==> src/include/mdm_map.svh <==
// register offsets, field positions, reset values and timing of the mdio master
`ifndef MDM_MAP_SVH
`define MDM_MAP_SVH

// core clock and management clock limit
`define MDM_CLK_HZ 50000000
`define MDM_MDC_MAX_HZ 25000000
`define MDM_PRESC_MIN ((`MDM_CLK_HZ + 2 * `MDM_MDC_MAX_HZ - 1) / (2 * `MDM_MDC_MAX_HZ) - 1)

// register byte offsets
`define MDM_OFF_STATUS 8'h00
`define MDM_OFF_CMD 8'h04
`define MDM_OFF_DATA 8'h08
`define MDM_OFF_CFG 8'h0C
`define MDM_OFF_SCAN_RANGE 8'h10
`define MDM_OFF_SCAN_CMP 8'h14
`define MDM_OFF_LAST_RES 8'h18
`define MDM_OFF_LAST_VLD 8'h1C
`define MDM_OFF_STICKY 8'h20

// status fields
`define MDM_ST_RD_PEND 0
`define MDM_ST_WR_PEND 1
`define MDM_ST_OPR_PEND 2
`define MDM_ST_BUSY 3
`define MDM_ST_SCANNING 4

// command fields
`define MDM_CMD_VALID 31
`define MDM_CMD_SCAN 30
`define MDM_CMD_ONCE 29
`define MDM_CMD_OP_HI 28
`define MDM_CMD_OP_LO 27
`define MDM_CMD_PHY_HI 26
`define MDM_CMD_PHY_LO 22
`define MDM_CMD_REG_HI 21
`define MDM_CMD_REG_LO 17
`define MDM_CMD_WD_HI 15

// data, config and scan fields
`define MDM_DATA_OK 16
`define MDM_CFG_ST_HI 9
`define MDM_CFG_ST_LO 8
`define MDM_RANGE_HI_HI 12
`define MDM_RANGE_HI_LO 8
`define MDM_CMP_EXP_LO 16

// reset values
`define MDM_PRESC_RST 8'h09
`define MDM_ST_CLAUSE22 2'h1
`define MDM_ST_CLAUSE45 2'h0

// frame layout
`define MDM_PREAMBLE 32'hFFFF_FFFF
`define MDM_TA_WRITE 2'h2
`define MDM_TA_BIT 7'd46
`define MDM_TA_CHECK 7'd47
`define MDM_DATA_BIT 7'd48
`define MDM_FRAME_BITS 7'd64

`endif

==> src/include/mdm_pkg.sv <==
// types shared by the mdio master
`default_nettype none
package mdm_pkg;
   typedef enum logic [0:0] {
      MDM_IDLE  = 1'b0,
      MDM_SHIFT = 1'b1
   } mdm_frame_e;

   typedef struct packed {
      logic [1:0] op;
      logic [4:0] phy;
      logic [4:0] regad;
      logic [15:0] wdata;
   } mdm_cmd_s;
endpackage : mdm_pkg
`default_nettype wire

==> src/rtl/mdm_master.sv <==
// mdio management master with command queue and phy scan
// Behaviour
// - frames use clause 22 or clause 45 start and operation encodings
// - data out changes and data in is sampled only at mdc falling edge
// - data pin released between frames and during read turnaround and data
// - mdc is core clock divided by 2 * (prescale + 1), never above 25 MHz
// - writing command valid queues the command; valid reads back as zero
// - status shows separate pending read and pending write flags
// - completed single read places returned value in read value field
// - data register carries read success beside read value
// - small queue accepts commands while operation pending is clear, runs in order
// - each completed single read overwrites the single read value field; scan reads leave it alone
// - reset selects clause 22; software programs clause 45 encodings
// - scan repeatedly reads a register and flags differences sticky and by interrupt
// - scan walks phy addresses from low to high bound at command register address
// - scan starts when scan bit written with a read operation
// - scan once stops after one pass, otherwise scan loops
// - while scanning only scan, once, operation and register fields are taken
// - mismatch when read differs from expected at a mask one bit
// - last result holds one bit per phy, zero means mismatch
// - last valid shows per phy whether the scan read succeeded
// - sticky register accumulates mismatches, read returns value then sets all ones
// - interrupt high while any sticky mismatch recorded, cleared by sticky read
`default_nettype none
`include "mdm_map.svh"
module mdm_master #(
   parameter int QDEPTH = 2
) (
   // clock and reset
   input wire logic clk_i,
   input wire logic rst_i,
   // wishbone slave
   input wire logic cyc_i,
   input wire logic stb_i,
   input wire logic we_i,
   input wire logic [7:0] adr_i,
   input wire logic [3:0] sel_i,
   input wire logic [31:0] dat_i,
   output logic [31:0] dat_o,
   output logic ack_o,
   // management link
   output logic mdc_o,
   input wire logic mdio_i,
   output logic mdio_o,
   output logic mdio_oe_o,
   // scan interrupt
   output logic irq_o
);
   localparam int QAW = (QDEPTH > 1) ? $clog2(QDEPTH) : 1;

   ////////////////////////////////////////////////////////////////////////////
   // register bus
   logic wb_req;
   logic wb_wr;
   logic wb_rd;
   logic [7:0] wb_off;
   logic [31:0] rd_mux;
   logic cmd_wr;
   logic sticky_rd;

   assign wb_req = cyc_i & stb_i & ~ack_o;
   // partial-word writes are ignored
   assign wb_wr = wb_req & we_i & (sel_i == 4'hF);
   assign wb_rd = wb_req & ~we_i;
   assign wb_off = {adr_i[7:2], 2'b00};
   assign cmd_wr = wb_wr && (wb_off == `MDM_OFF_CMD);
   assign sticky_rd = wb_rd && (wb_off == `MDM_OFF_STICKY);

   always_ff @(posedge clk_i) begin
      if (rst_i) begin
         ack_o <= 1'b0;
      end else begin
         ack_o <= wb_req;
      end
   end

   always_ff @(posedge clk_i) begin
      if (rst_i) begin
         dat_o <= 32'h0000_0000;
      end else if (wb_rd) begin
         dat_o <= rd_mux;
      end
   end

   ////////////////////////////////////////////////////////////////////////////
   // configuration and command fields
   logic [7:0] presc_reg;
   logic [1:0] st_reg;
   logic [4:0] scan_lo_reg;
   logic [4:0] scan_hi_reg;
   logic [15:0] exp_reg;
   logic [15:0] mask_reg;
   logic scan_en_reg;
   logic scan_once_reg;
   logic [1:0] op_reg;
   logic [4:0] phy_reg;
   logic [4:0] regad_reg;
   logic [15:0] wdata_reg;
   logic scan_active_reg;
   logic [4:0] scan_phy_reg;

   always_ff @(posedge clk_i) begin
      if (rst_i) begin
         presc_reg <= `MDM_PRESC_RST;
         st_reg <= `MDM_ST_CLAUSE22;
         scan_lo_reg <= 5'h00;
         scan_hi_reg <= 5'h00;
         exp_reg <= 16'h0000;
         mask_reg <= 16'h0000;
      end else if (wb_wr) begin
         if (wb_off == `MDM_OFF_CFG) begin
            presc_reg <= dat_i[7:0];
            st_reg <= dat_i[`MDM_CFG_ST_HI:`MDM_CFG_ST_LO];
         end else if (wb_off == `MDM_OFF_SCAN_RANGE) begin
            scan_lo_reg <= dat_i[4:0];
            scan_hi_reg <= dat_i[`MDM_RANGE_HI_HI:`MDM_RANGE_HI_LO];
         end else if (wb_off == `MDM_OFF_SCAN_CMP) begin
            mask_reg <= dat_i[15:0];
            exp_reg <= dat_i[31:`MDM_CMP_EXP_LO];
         end
      end
   end

   always_ff @(posedge clk_i) begin
      if (rst_i) begin
         scan_en_reg <= 1'b0;
         scan_once_reg <= 1'b0;
         op_reg <= 2'h0;
         phy_reg <= 5'h00;
         regad_reg <= 5'h00;
         wdata_reg <= 16'h0000;
      end else if (cmd_wr) begin
         scan_en_reg <= dat_i[`MDM_CMD_SCAN];
         scan_once_reg <= dat_i[`MDM_CMD_ONCE];
         op_reg <= dat_i[`MDM_CMD_OP_HI:`MDM_CMD_OP_LO];
         regad_reg <= dat_i[`MDM_CMD_REG_HI:`MDM_CMD_REG_LO];
         if (!scan_active_reg) begin
            phy_reg <= dat_i[`MDM_CMD_PHY_HI:`MDM_CMD_PHY_LO];
            wdata_reg <= dat_i[`MDM_CMD_WD_HI:0];
         end
      end
   end

   ////////////////////////////////////////////////////////////////////////////
   // command queue
   mdm_pkg::mdm_cmd_s q_mem [QDEPTH];
   logic [QAW-1:0] q_wr_ptr;
   logic [QAW-1:0] q_rd_ptr;
   logic [QAW:0] q_cnt;
   logic q_full;
   logic q_push;
   logic q_pop;
   logic [QDEPTH-1:0] q_has_rd;
   logic [QDEPTH-1:0] q_has_wr;

   assign q_full = (q_cnt == (QAW+1)'(QDEPTH));
   // a command offered while the queue is full is dropped
   assign q_push = cmd_wr & dat_i[`MDM_CMD_VALID] & ~dat_i[`MDM_CMD_SCAN] & ~q_full;

   always_ff @(posedge clk_i) begin
      if (rst_i) begin
         q_wr_ptr <= '0;
         q_rd_ptr <= '0;
         q_cnt <= '0;
      end else begin
         if (q_push) begin
            q_wr_ptr <= QAW'((q_wr_ptr + 1'b1) % QDEPTH);
         end
         if (q_pop) begin
            q_rd_ptr <= QAW'((q_rd_ptr + 1'b1) % QDEPTH);
         end
         q_cnt <= q_cnt + (QAW+1)'(q_push) - (QAW+1)'(q_pop);
      end
   end

   always_ff @(posedge clk_i) begin
      if (q_push) begin
         q_mem[q_wr_ptr] <= '{op: dat_i[`MDM_CMD_OP_HI:`MDM_CMD_OP_LO],
                              phy: dat_i[`MDM_CMD_PHY_HI:`MDM_CMD_PHY_LO],
                              regad: dat_i[`MDM_CMD_REG_HI:`MDM_CMD_REG_LO],
                              wdata: dat_i[`MDM_CMD_WD_HI:0]};
      end
   end

   for (genvar g = 0; g < QDEPTH; g++) begin : g_entry
      logic occ;
      assign occ = (QAW+1)'((QAW'(g) - q_rd_ptr) % QDEPTH) < q_cnt;
      assign q_has_rd[g] = occ & q_mem[g].op[1];
      assign q_has_wr[g] = occ & ~q_mem[g].op[1];
   end

   ////////////////////////////////////////////////////////////////////////////
   // mdc divider and input synchroniser
   logic [7:0] presc_eff;
   logic [7:0] div_cnt;
   logic mdc_reg;
   logic tick;
   logic fall;
   logic mdio_s1;
   logic mdio_s2;
   logic mdio_s3;
   logic mdio_f;

   // a too small prescale is raised so mdc stays within its limit
   assign presc_eff = (presc_reg < 8'(`MDM_PRESC_MIN)) ? 8'(`MDM_PRESC_MIN) : presc_reg;
   assign tick = (div_cnt >= presc_eff);
   assign fall = tick & mdc_reg;
   assign mdc_o = mdc_reg;

   always_ff @(posedge clk_i) begin
      if (rst_i) begin
         div_cnt <= 8'h00;
         mdc_reg <= 1'b0;
      end else begin
         div_cnt <= tick ? 8'h00 : div_cnt + 8'h01;
         mdc_reg <= tick ? ~mdc_reg : mdc_reg;
      end
   end

   always_ff @(posedge clk_i) begin
      if (rst_i) begin
         mdio_s1 <= 1'b1;
         mdio_s2 <= 1'b1;
         mdio_s3 <= 1'b1;
         mdio_f <= 1'b1;
      end else begin
         mdio_s1 <= mdio_i;
         mdio_s2 <= mdio_s1;
         mdio_s3 <= mdio_s2;
         if (mdio_s2 == mdio_s3) begin
            mdio_f <= mdio_s3;
         end
      end
   end

   ////////////////////////////////////////////////////////////////////////////
   // frame engine
   mdm_pkg::mdm_frame_e state_reg;
   mdm_pkg::mdm_cmd_s nxt_cmd;
   logic start;
   logic [63:0] frame_vec;
   logic [63:0] shift_reg;
   logic [6:0] bit_cnt;
   logic cur_rd;
   logic cur_scan;
   logic [4:0] cur_phy;
   logic [15:0] rx_reg;
   logic ta_err;
   logic done_reg;

   // queued single commands go ahead of the scan
   assign start = fall && (state_reg == mdm_pkg::MDM_IDLE) && ((q_cnt != '0) || scan_active_reg);
   assign q_pop = start && (q_cnt != '0);
   always_comb begin
      if (q_cnt != '0) begin
         nxt_cmd = q_mem[q_rd_ptr];
      end else begin
         nxt_cmd = '{op: op_reg, phy: scan_phy_reg, regad: regad_reg, wdata: 16'h0000};
      end
   end
   assign frame_vec = {`MDM_PREAMBLE, st_reg, nxt_cmd.op, nxt_cmd.phy, nxt_cmd.regad,
                       `MDM_TA_WRITE, nxt_cmd.wdata};

   always_ff @(posedge clk_i) begin
      if (rst_i) begin
         state_reg <= mdm_pkg::MDM_IDLE;
         shift_reg <= 64'h0;
         bit_cnt <= 7'd0;
         cur_rd <= 1'b0;
         cur_scan <= 1'b0;
         cur_phy <= 5'h00;
         rx_reg <= 16'h0000;
         ta_err <= 1'b0;
         mdio_o <= 1'b1;
         mdio_oe_o <= 1'b0;
         done_reg <= 1'b0;
      end else begin
         done_reg <= 1'b0;
         case (state_reg)
            mdm_pkg::MDM_IDLE: begin
               if (start) begin
                  shift_reg <= {frame_vec[62:0], 1'b0};
                  mdio_o <= frame_vec[63];
                  mdio_oe_o <= 1'b1;
                  bit_cnt <= 7'd1;
                  cur_rd <= nxt_cmd.op[1];
                  cur_scan <= (q_cnt == '0);
                  cur_phy <= nxt_cmd.phy;
                  ta_err <= 1'b0;
                  state_reg <= mdm_pkg::MDM_SHIFT;
               end
            end
            mdm_pkg::MDM_SHIFT: begin
               if (fall) begin
                  if (cur_rd && (bit_cnt - 7'd1 == `MDM_TA_CHECK)) begin
                     ta_err <= mdio_f;
                  end
                  if (cur_rd && (bit_cnt - 7'd1 >= `MDM_DATA_BIT)) begin
                     rx_reg <= {rx_reg[14:0], mdio_f};
                  end
                  if (bit_cnt == `MDM_FRAME_BITS) begin
                     mdio_oe_o <= 1'b0;
                     mdio_o <= 1'b1;
                     done_reg <= 1'b1;
                     state_reg <= mdm_pkg::MDM_IDLE;
                  end else begin
                     mdio_o <= shift_reg[63];
                     shift_reg <= {shift_reg[62:0], 1'b0};
                     mdio_oe_o <= ~(cur_rd && (bit_cnt >= `MDM_TA_BIT));
                     bit_cnt <= bit_cnt + 7'd1;
                  end
               end
            end
            default: begin
               state_reg <= mdm_pkg::MDM_IDLE;
            end
         endcase
      end
   end

   ////////////////////////////////////////////////////////////////////////////
   // results of single reads
   logic [15:0] read_value_reg;
   logic read_ok_reg;

   always_ff @(posedge clk_i) begin
      if (rst_i) begin
         read_value_reg <= 16'h0000;
         read_ok_reg <= 1'b0;
      end else if (done_reg && cur_rd && !cur_scan) begin
         read_value_reg <= rx_reg;
         read_ok_reg <= ~ta_err;
      end
   end

   ////////////////////////////////////////////////////////////////////////////
   // scan sequencing and results
   logic scan_rec;
   logic scan_mm;
   logic [31:0] scan_last_result_reg;
   logic [31:0] scan_last_valid_reg;
   logic [31:0] scan_sticky_mismatch_reg;

   assign scan_rec = done_reg & cur_scan;
   // a failed read is never counted as a mismatch
   assign scan_mm = (|((rx_reg ^ exp_reg) & mask_reg)) & ~ta_err;

   always_ff @(posedge clk_i) begin
      if (rst_i) begin
         scan_active_reg <= 1'b0;
         scan_phy_reg <= 5'h00;
      end else begin
         if (scan_rec && scan_active_reg) begin
            if (cur_phy == scan_hi_reg) begin
               scan_phy_reg <= scan_lo_reg;
               if (scan_once_reg) begin
                  scan_active_reg <= 1'b0;
               end
            end else begin
               scan_phy_reg <= cur_phy + 5'h01;
            end
         end
         if (cmd_wr) begin
            if (!(dat_i[`MDM_CMD_SCAN] && dat_i[`MDM_CMD_OP_HI])) begin
               scan_active_reg <= 1'b0;
            end else if (!scan_active_reg) begin
               scan_active_reg <= 1'b1;
               scan_phy_reg <= scan_lo_reg;
            end
         end
      end
   end

   always_ff @(posedge clk_i) begin
      if (rst_i) begin
         scan_last_result_reg <= 32'hFFFF_FFFF;
         scan_last_valid_reg <= 32'h0000_0000;
         scan_sticky_mismatch_reg <= 32'hFFFF_FFFF;
      end else begin
         if (sticky_rd) begin
            scan_sticky_mismatch_reg <= 32'hFFFF_FFFF;
         end
         if (scan_rec) begin
            scan_last_result_reg[cur_phy] <= ~scan_mm;
            scan_last_valid_reg[cur_phy] <= ~ta_err;
            if (scan_mm) begin
               scan_sticky_mismatch_reg[cur_phy] <= 1'b0;
            end
         end
      end
   end

   assign irq_o = ~&scan_sticky_mismatch_reg;

   ////////////////////////////////////////////////////////////////////////////
   // status and read mux
   logic rd_pend;
   logic wr_pend;
   logic busy;
   logic cur_busy;

   assign cur_busy = (state_reg == mdm_pkg::MDM_SHIFT) | done_reg;
   assign rd_pend = (|q_has_rd) | (cur_busy & cur_rd & ~cur_scan);
   assign wr_pend = (|q_has_wr) | (cur_busy & ~cur_rd & ~cur_scan);
   assign busy = (q_cnt != '0) | cur_busy | scan_active_reg;

   always_comb begin
      rd_mux = 32'h0000_0000;
      if (wb_off == `MDM_OFF_STATUS) begin
         rd_mux[`MDM_ST_RD_PEND] = rd_pend;
         rd_mux[`MDM_ST_WR_PEND] = wr_pend;
         rd_mux[`MDM_ST_OPR_PEND] = q_full;
         rd_mux[`MDM_ST_BUSY] = busy;
         rd_mux[`MDM_ST_SCANNING] = scan_active_reg;
      end else if (wb_off == `MDM_OFF_CMD) begin
         rd_mux = {1'b0, scan_en_reg, scan_once_reg, op_reg, phy_reg, regad_reg, 1'b0,
                   wdata_reg};
      end else if (wb_off == `MDM_OFF_DATA) begin
         rd_mux[`MDM_DATA_OK:0] = {read_ok_reg, read_value_reg};
      end else if (wb_off == `MDM_OFF_CFG) begin
         rd_mux[`MDM_CFG_ST_HI:0] = {st_reg, presc_reg};
      end else if (wb_off == `MDM_OFF_SCAN_RANGE) begin
         rd_mux[`MDM_RANGE_HI_HI:0] = {scan_hi_reg, 3'h0, scan_lo_reg};
      end else if (wb_off == `MDM_OFF_SCAN_CMP) begin
         rd_mux = {exp_reg, mask_reg};
      end else if (wb_off == `MDM_OFF_LAST_RES) begin
         rd_mux = scan_last_result_reg;
      end else if (wb_off == `MDM_OFF_LAST_VLD) begin
         rd_mux = scan_last_valid_reg;
      end else if (wb_off == `MDM_OFF_STICKY) begin
         rd_mux = scan_sticky_mismatch_reg;
      end
   end
endmodule : mdm_master
`default_nettype wire

==> config.mk <==
export PLATFORM = sky130hd
export DESIGN_NAME = mdm_master
export DESIGN_NICKNAME = d
export VERILOG_FILES = /design/src/include/mdm_pkg.sv /design/src/rtl/mdm_master.sv
export VERILOG_INCLUDE_DIRS = /design/src /design/src/include
export SDC_FILE = /design/constraint.sdc
export NUM_CORES = 1
export LEC_CHECK = 0
export BUFFER_PORTS_ARGS = -buffer_cell sky130_fd_sc_hd__buf_2
export CAP_MARGIN = 20
export CORE_MARGIN = 3
export CORE_UTILIZATION = 35
export DETAILED_ROUTE_END_ITERATION = 8
export PLACE_DENSITY_LB_ADDON = 0.3
export SLEW_MARGIN = 10
export SYNTH_ARGS = -nofsm -noshare
export SYNTH_HDL_FRONTEND = slang
export SYNTH_SLANG_ARGS = --single-unit
==> constraint.sdc <==
create_clock -name clk_i -period 4.95 [get_ports clk_i]
set_clock_uncertainty 0.05 [all_clocks]
set_input_delay 0 -clock clk_i [delete_from_list [all_inputs] [get_ports clk_i]]
set_output_delay 0 -clock clk_i [all_outputs]
set_load 0.01 [all_outputs]
==> results.txt <==
share of cells above drive strength 1: 0.118
cell types occupying the most area after synthesis: sky130_fd_sc_hd__dfxtp_1, sky130_fd_sc_hd__edfxtp_1, sky130_fd_sc_hd__a21oi_1, sky130_fd_sc_hd__nand2_1, sky130_fd_sc_hd__nor2_1
Tmin final: 3.38 ns
number of pins exceeding their max-slew limit in the final report: 0
fraction of registers with async set/reset: 0
# rows: 81
RSZ-0062 raised after global routing: false
floorplan die height: 230 um
FILL cells: 4902
average instance area after synthesis: 9.05 um2
flops & latches, synth: 406
final setup violation count: 0
worst setup path class: reg2reg
sort of element at the end of the critical path: flop
number of antenna violations at the first check in global routing: 0
routed length per instance: 20.9 um
area of the mapped netlist: 0.0175 mm2
cell area after layout: 0.0202 mm2
number of flip-flops in the largest register: 63
H-tree levels: 2
cell with the biggest individual delay on the critical path: sky130_fd_sc_hd__nor4_1
setup_tns: 0 ns
number of DRC violations after detailed routing: 0
starting DRC count in detailed routing: 1339
Max rail drop VDD: 246 uV
via count of the first global-routing pass: 14660
setup slack after layout: 1.57 ns
cell with the most instances after synthesis: sky130_fd_sc_hd__dfxtp_1
GR Overflow Total: 0
placer's final routability congestion estimate: 0.898
number of enable-type register cells in the synthesized netlist: 56
synth warn: 0
result of the run: finished clean
Slew Limit Headroom: 0.248
die boundary width: 230 um
area taken by multi-input logic gates: 0.00805 mm2
Clock Pin Slew Worst Setup and Hold Paths: 0.06 ns
most repeated library cell on the critical path: sky130_fd_sc_hd__ha_1
diode count: 0
CTS tree: built
clock latency on the worst-skew pair: 0.58 ns
utilization of the core after routing: 0.411
Initial Utilization: 0.356
count of different cell masters after synthesis: 72
Fmax achieved: 296 MHz
remaining antenna violation count: 0
Port Buffers: 84
area after detailed placement: 0.0184 mm2
Total Wirelength: 56.0 mm
Critical Path Start Type: flop
sink count of the clock tree: 406
CP bufs+invs: 3
storage element area: 0.00869 mm2
sequential share of the synthesized area: 0.496
core region area: 0.0493 mm2
worst endpoint required time: 5.33 ns
CTS root buffer: sky130_fd_sc_hd__clkbuf_16
kind of cell adding the most delay to the critical path: simple AND/OR/NAND/NOR gates
post-detailed-placement half-perimeter wirelength: 37.9 mm
number of buffers on the longest clock path: 3
worst-path cell chain: inv_1, ha_1, nand2b_1, a31oi_1, o21a_1, buf_4, nor4_1, ha_1, inv_1, ha_1, xor2_1, xnor2_1, nor2_1
largest stage delay on the critical path: 0.74 ns
pre-CTS setup slack: 1.69 ns
area of the die: 0.0528 mm2
GRT Resource Usage Total: 0.206
Final nets: 2052
number of buffers created by CTS: 45
global-route wire length before repair: 86.0 mm
pin count of the biggest net entering global routing: 124
total power per unit cell area: 338 mW/mm2
# IOs: 87
Post-CTS Repair Setup Buffers: 0
pin slew with the least headroom to its limit: 1.12 ns
area added between synthesis and finish: 15.5%
most instantiated cells after synthesis: sky130_fd_sc_hd__dfxtp_1, sky130_fd_sc_hd__a21oi_1, sky130_fd_sc_hd__nand2_1
number of instances in the synthesized netlist: 1936
class of the worst hold path: in2reg
highest fanout seen on the critical path: 31
count of max-cap constraint violations: 0
synthesized net count: 2005
via density per instance: 5.66
largest area contributor in the netlist: sky130_fd_sc_hd__dfxtp_1
detailed-router iteration count before antenna repair: 7
vias after detailed routing: 15173
final worst path period share: 0.683
leakage: 6.75 nW
number of hold-slack violations in the final timing report: 0
share of Yosys cell area claimed by the top area cell type: 0.400
Main synth FF type: sky130_fd_sc_hd__dfxtp_1
arrival time of the worst setup path: 3.76 ns
-- metrics by stage --
step	std cells	total power, mW	hold slack [ns]
after floorplan	1936	3.53	0.0489
after global placement	2562	3.62	0.139
after detailed placement	2563	3.63	0.147
after CTS	2682	6.90	0.0265
after global routing	2682	7.06	0.0579
final	2682	6.85	0.0582
-- path summary, 6_finish.rpt --
kind | from | end | slack, ns | cells past startpoint
worst min register to register | wdata_reg[10] | wdata_reg[10] | 0.40 | 2
worst max register to register | div_cnt[0] | q_cnt[1] | 1.57 | 13
worst min-delay path | rst_i | wdata_reg[13] | 0.06 | 2
worst max-delay path | div_cnt[0] | q_cnt[1] | 1.57 | 13
-- cell usage in the layout (no fill, tap or decap), types with 49 or more instances in the layout --
cell type and count:
sky130_fd_sc_hd__a22oi_1 60, sky130_fd_sc_hd__edfxtp_1 56, sky130_fd_sc_hd__a211oi_1 60, sky130_fd_sc_hd__buf_2 84, sky130_fd_sc_hd__a21oi_1 248, sky130_fd_sc_hd__nor2_1 148, sky130_fd_sc_hd__o21ai_0 49, sky130_fd_sc_hd__inv_1 60
sky130_fd_sc_hd__nand2_1 239, sky130_fd_sc_hd__mux2i_1 56, sky130_fd_sc_hd__dfxtp_1 349
-- what timing repair did --
item	in CTS	in global routing
endpoints found under the hold margin	149	0
hold buffers	37	0
gates resized for setup	0	0
-- report_power, final --
part           switching (mW)  internal [mW]  total, mW
Combinational           0.157         0.0725      0.229
Clock                    1.39           1.88       3.27
Sequential            0.00638           3.34       3.35
-- logic make-up after synthesis --
family                   after synthesis  synth area share
multiplexers                          78            0.0461
XOR/XNOR                              34            0.0170
flip-flops                           406             0.496
AO/OA/AOI/OAI                        600             0.226
buffers and inverters                211            0.0493
adder cells (fa/ha/maj)               19            0.0136
AND/OR/NAND/NOR                      588             0.153
-- layer usage --
metal  part of all wire  GRT usage  vias to the layer above
met5                  0          0                        -
met4              0.031     0.0707                        0
met3              0.062     0.0294                      101
met2               0.46      0.337                      496
met1               0.44      0.279                     7436
li1                   -          -                     7140
-- layout make-up --
class / instances / share of cell area
clock buffer: 58 / 0.0595
clock inverter: 24 / 0.0111
tap: 664 / 0.0410
timing repair buffer: 150 / 0.0501
multi-input combinational: 1319 / 0.398
sequential: 406 / 0.429
inverter: 61 / 0.0113
No activity file was read; power rests on OpenSTA's default activity.
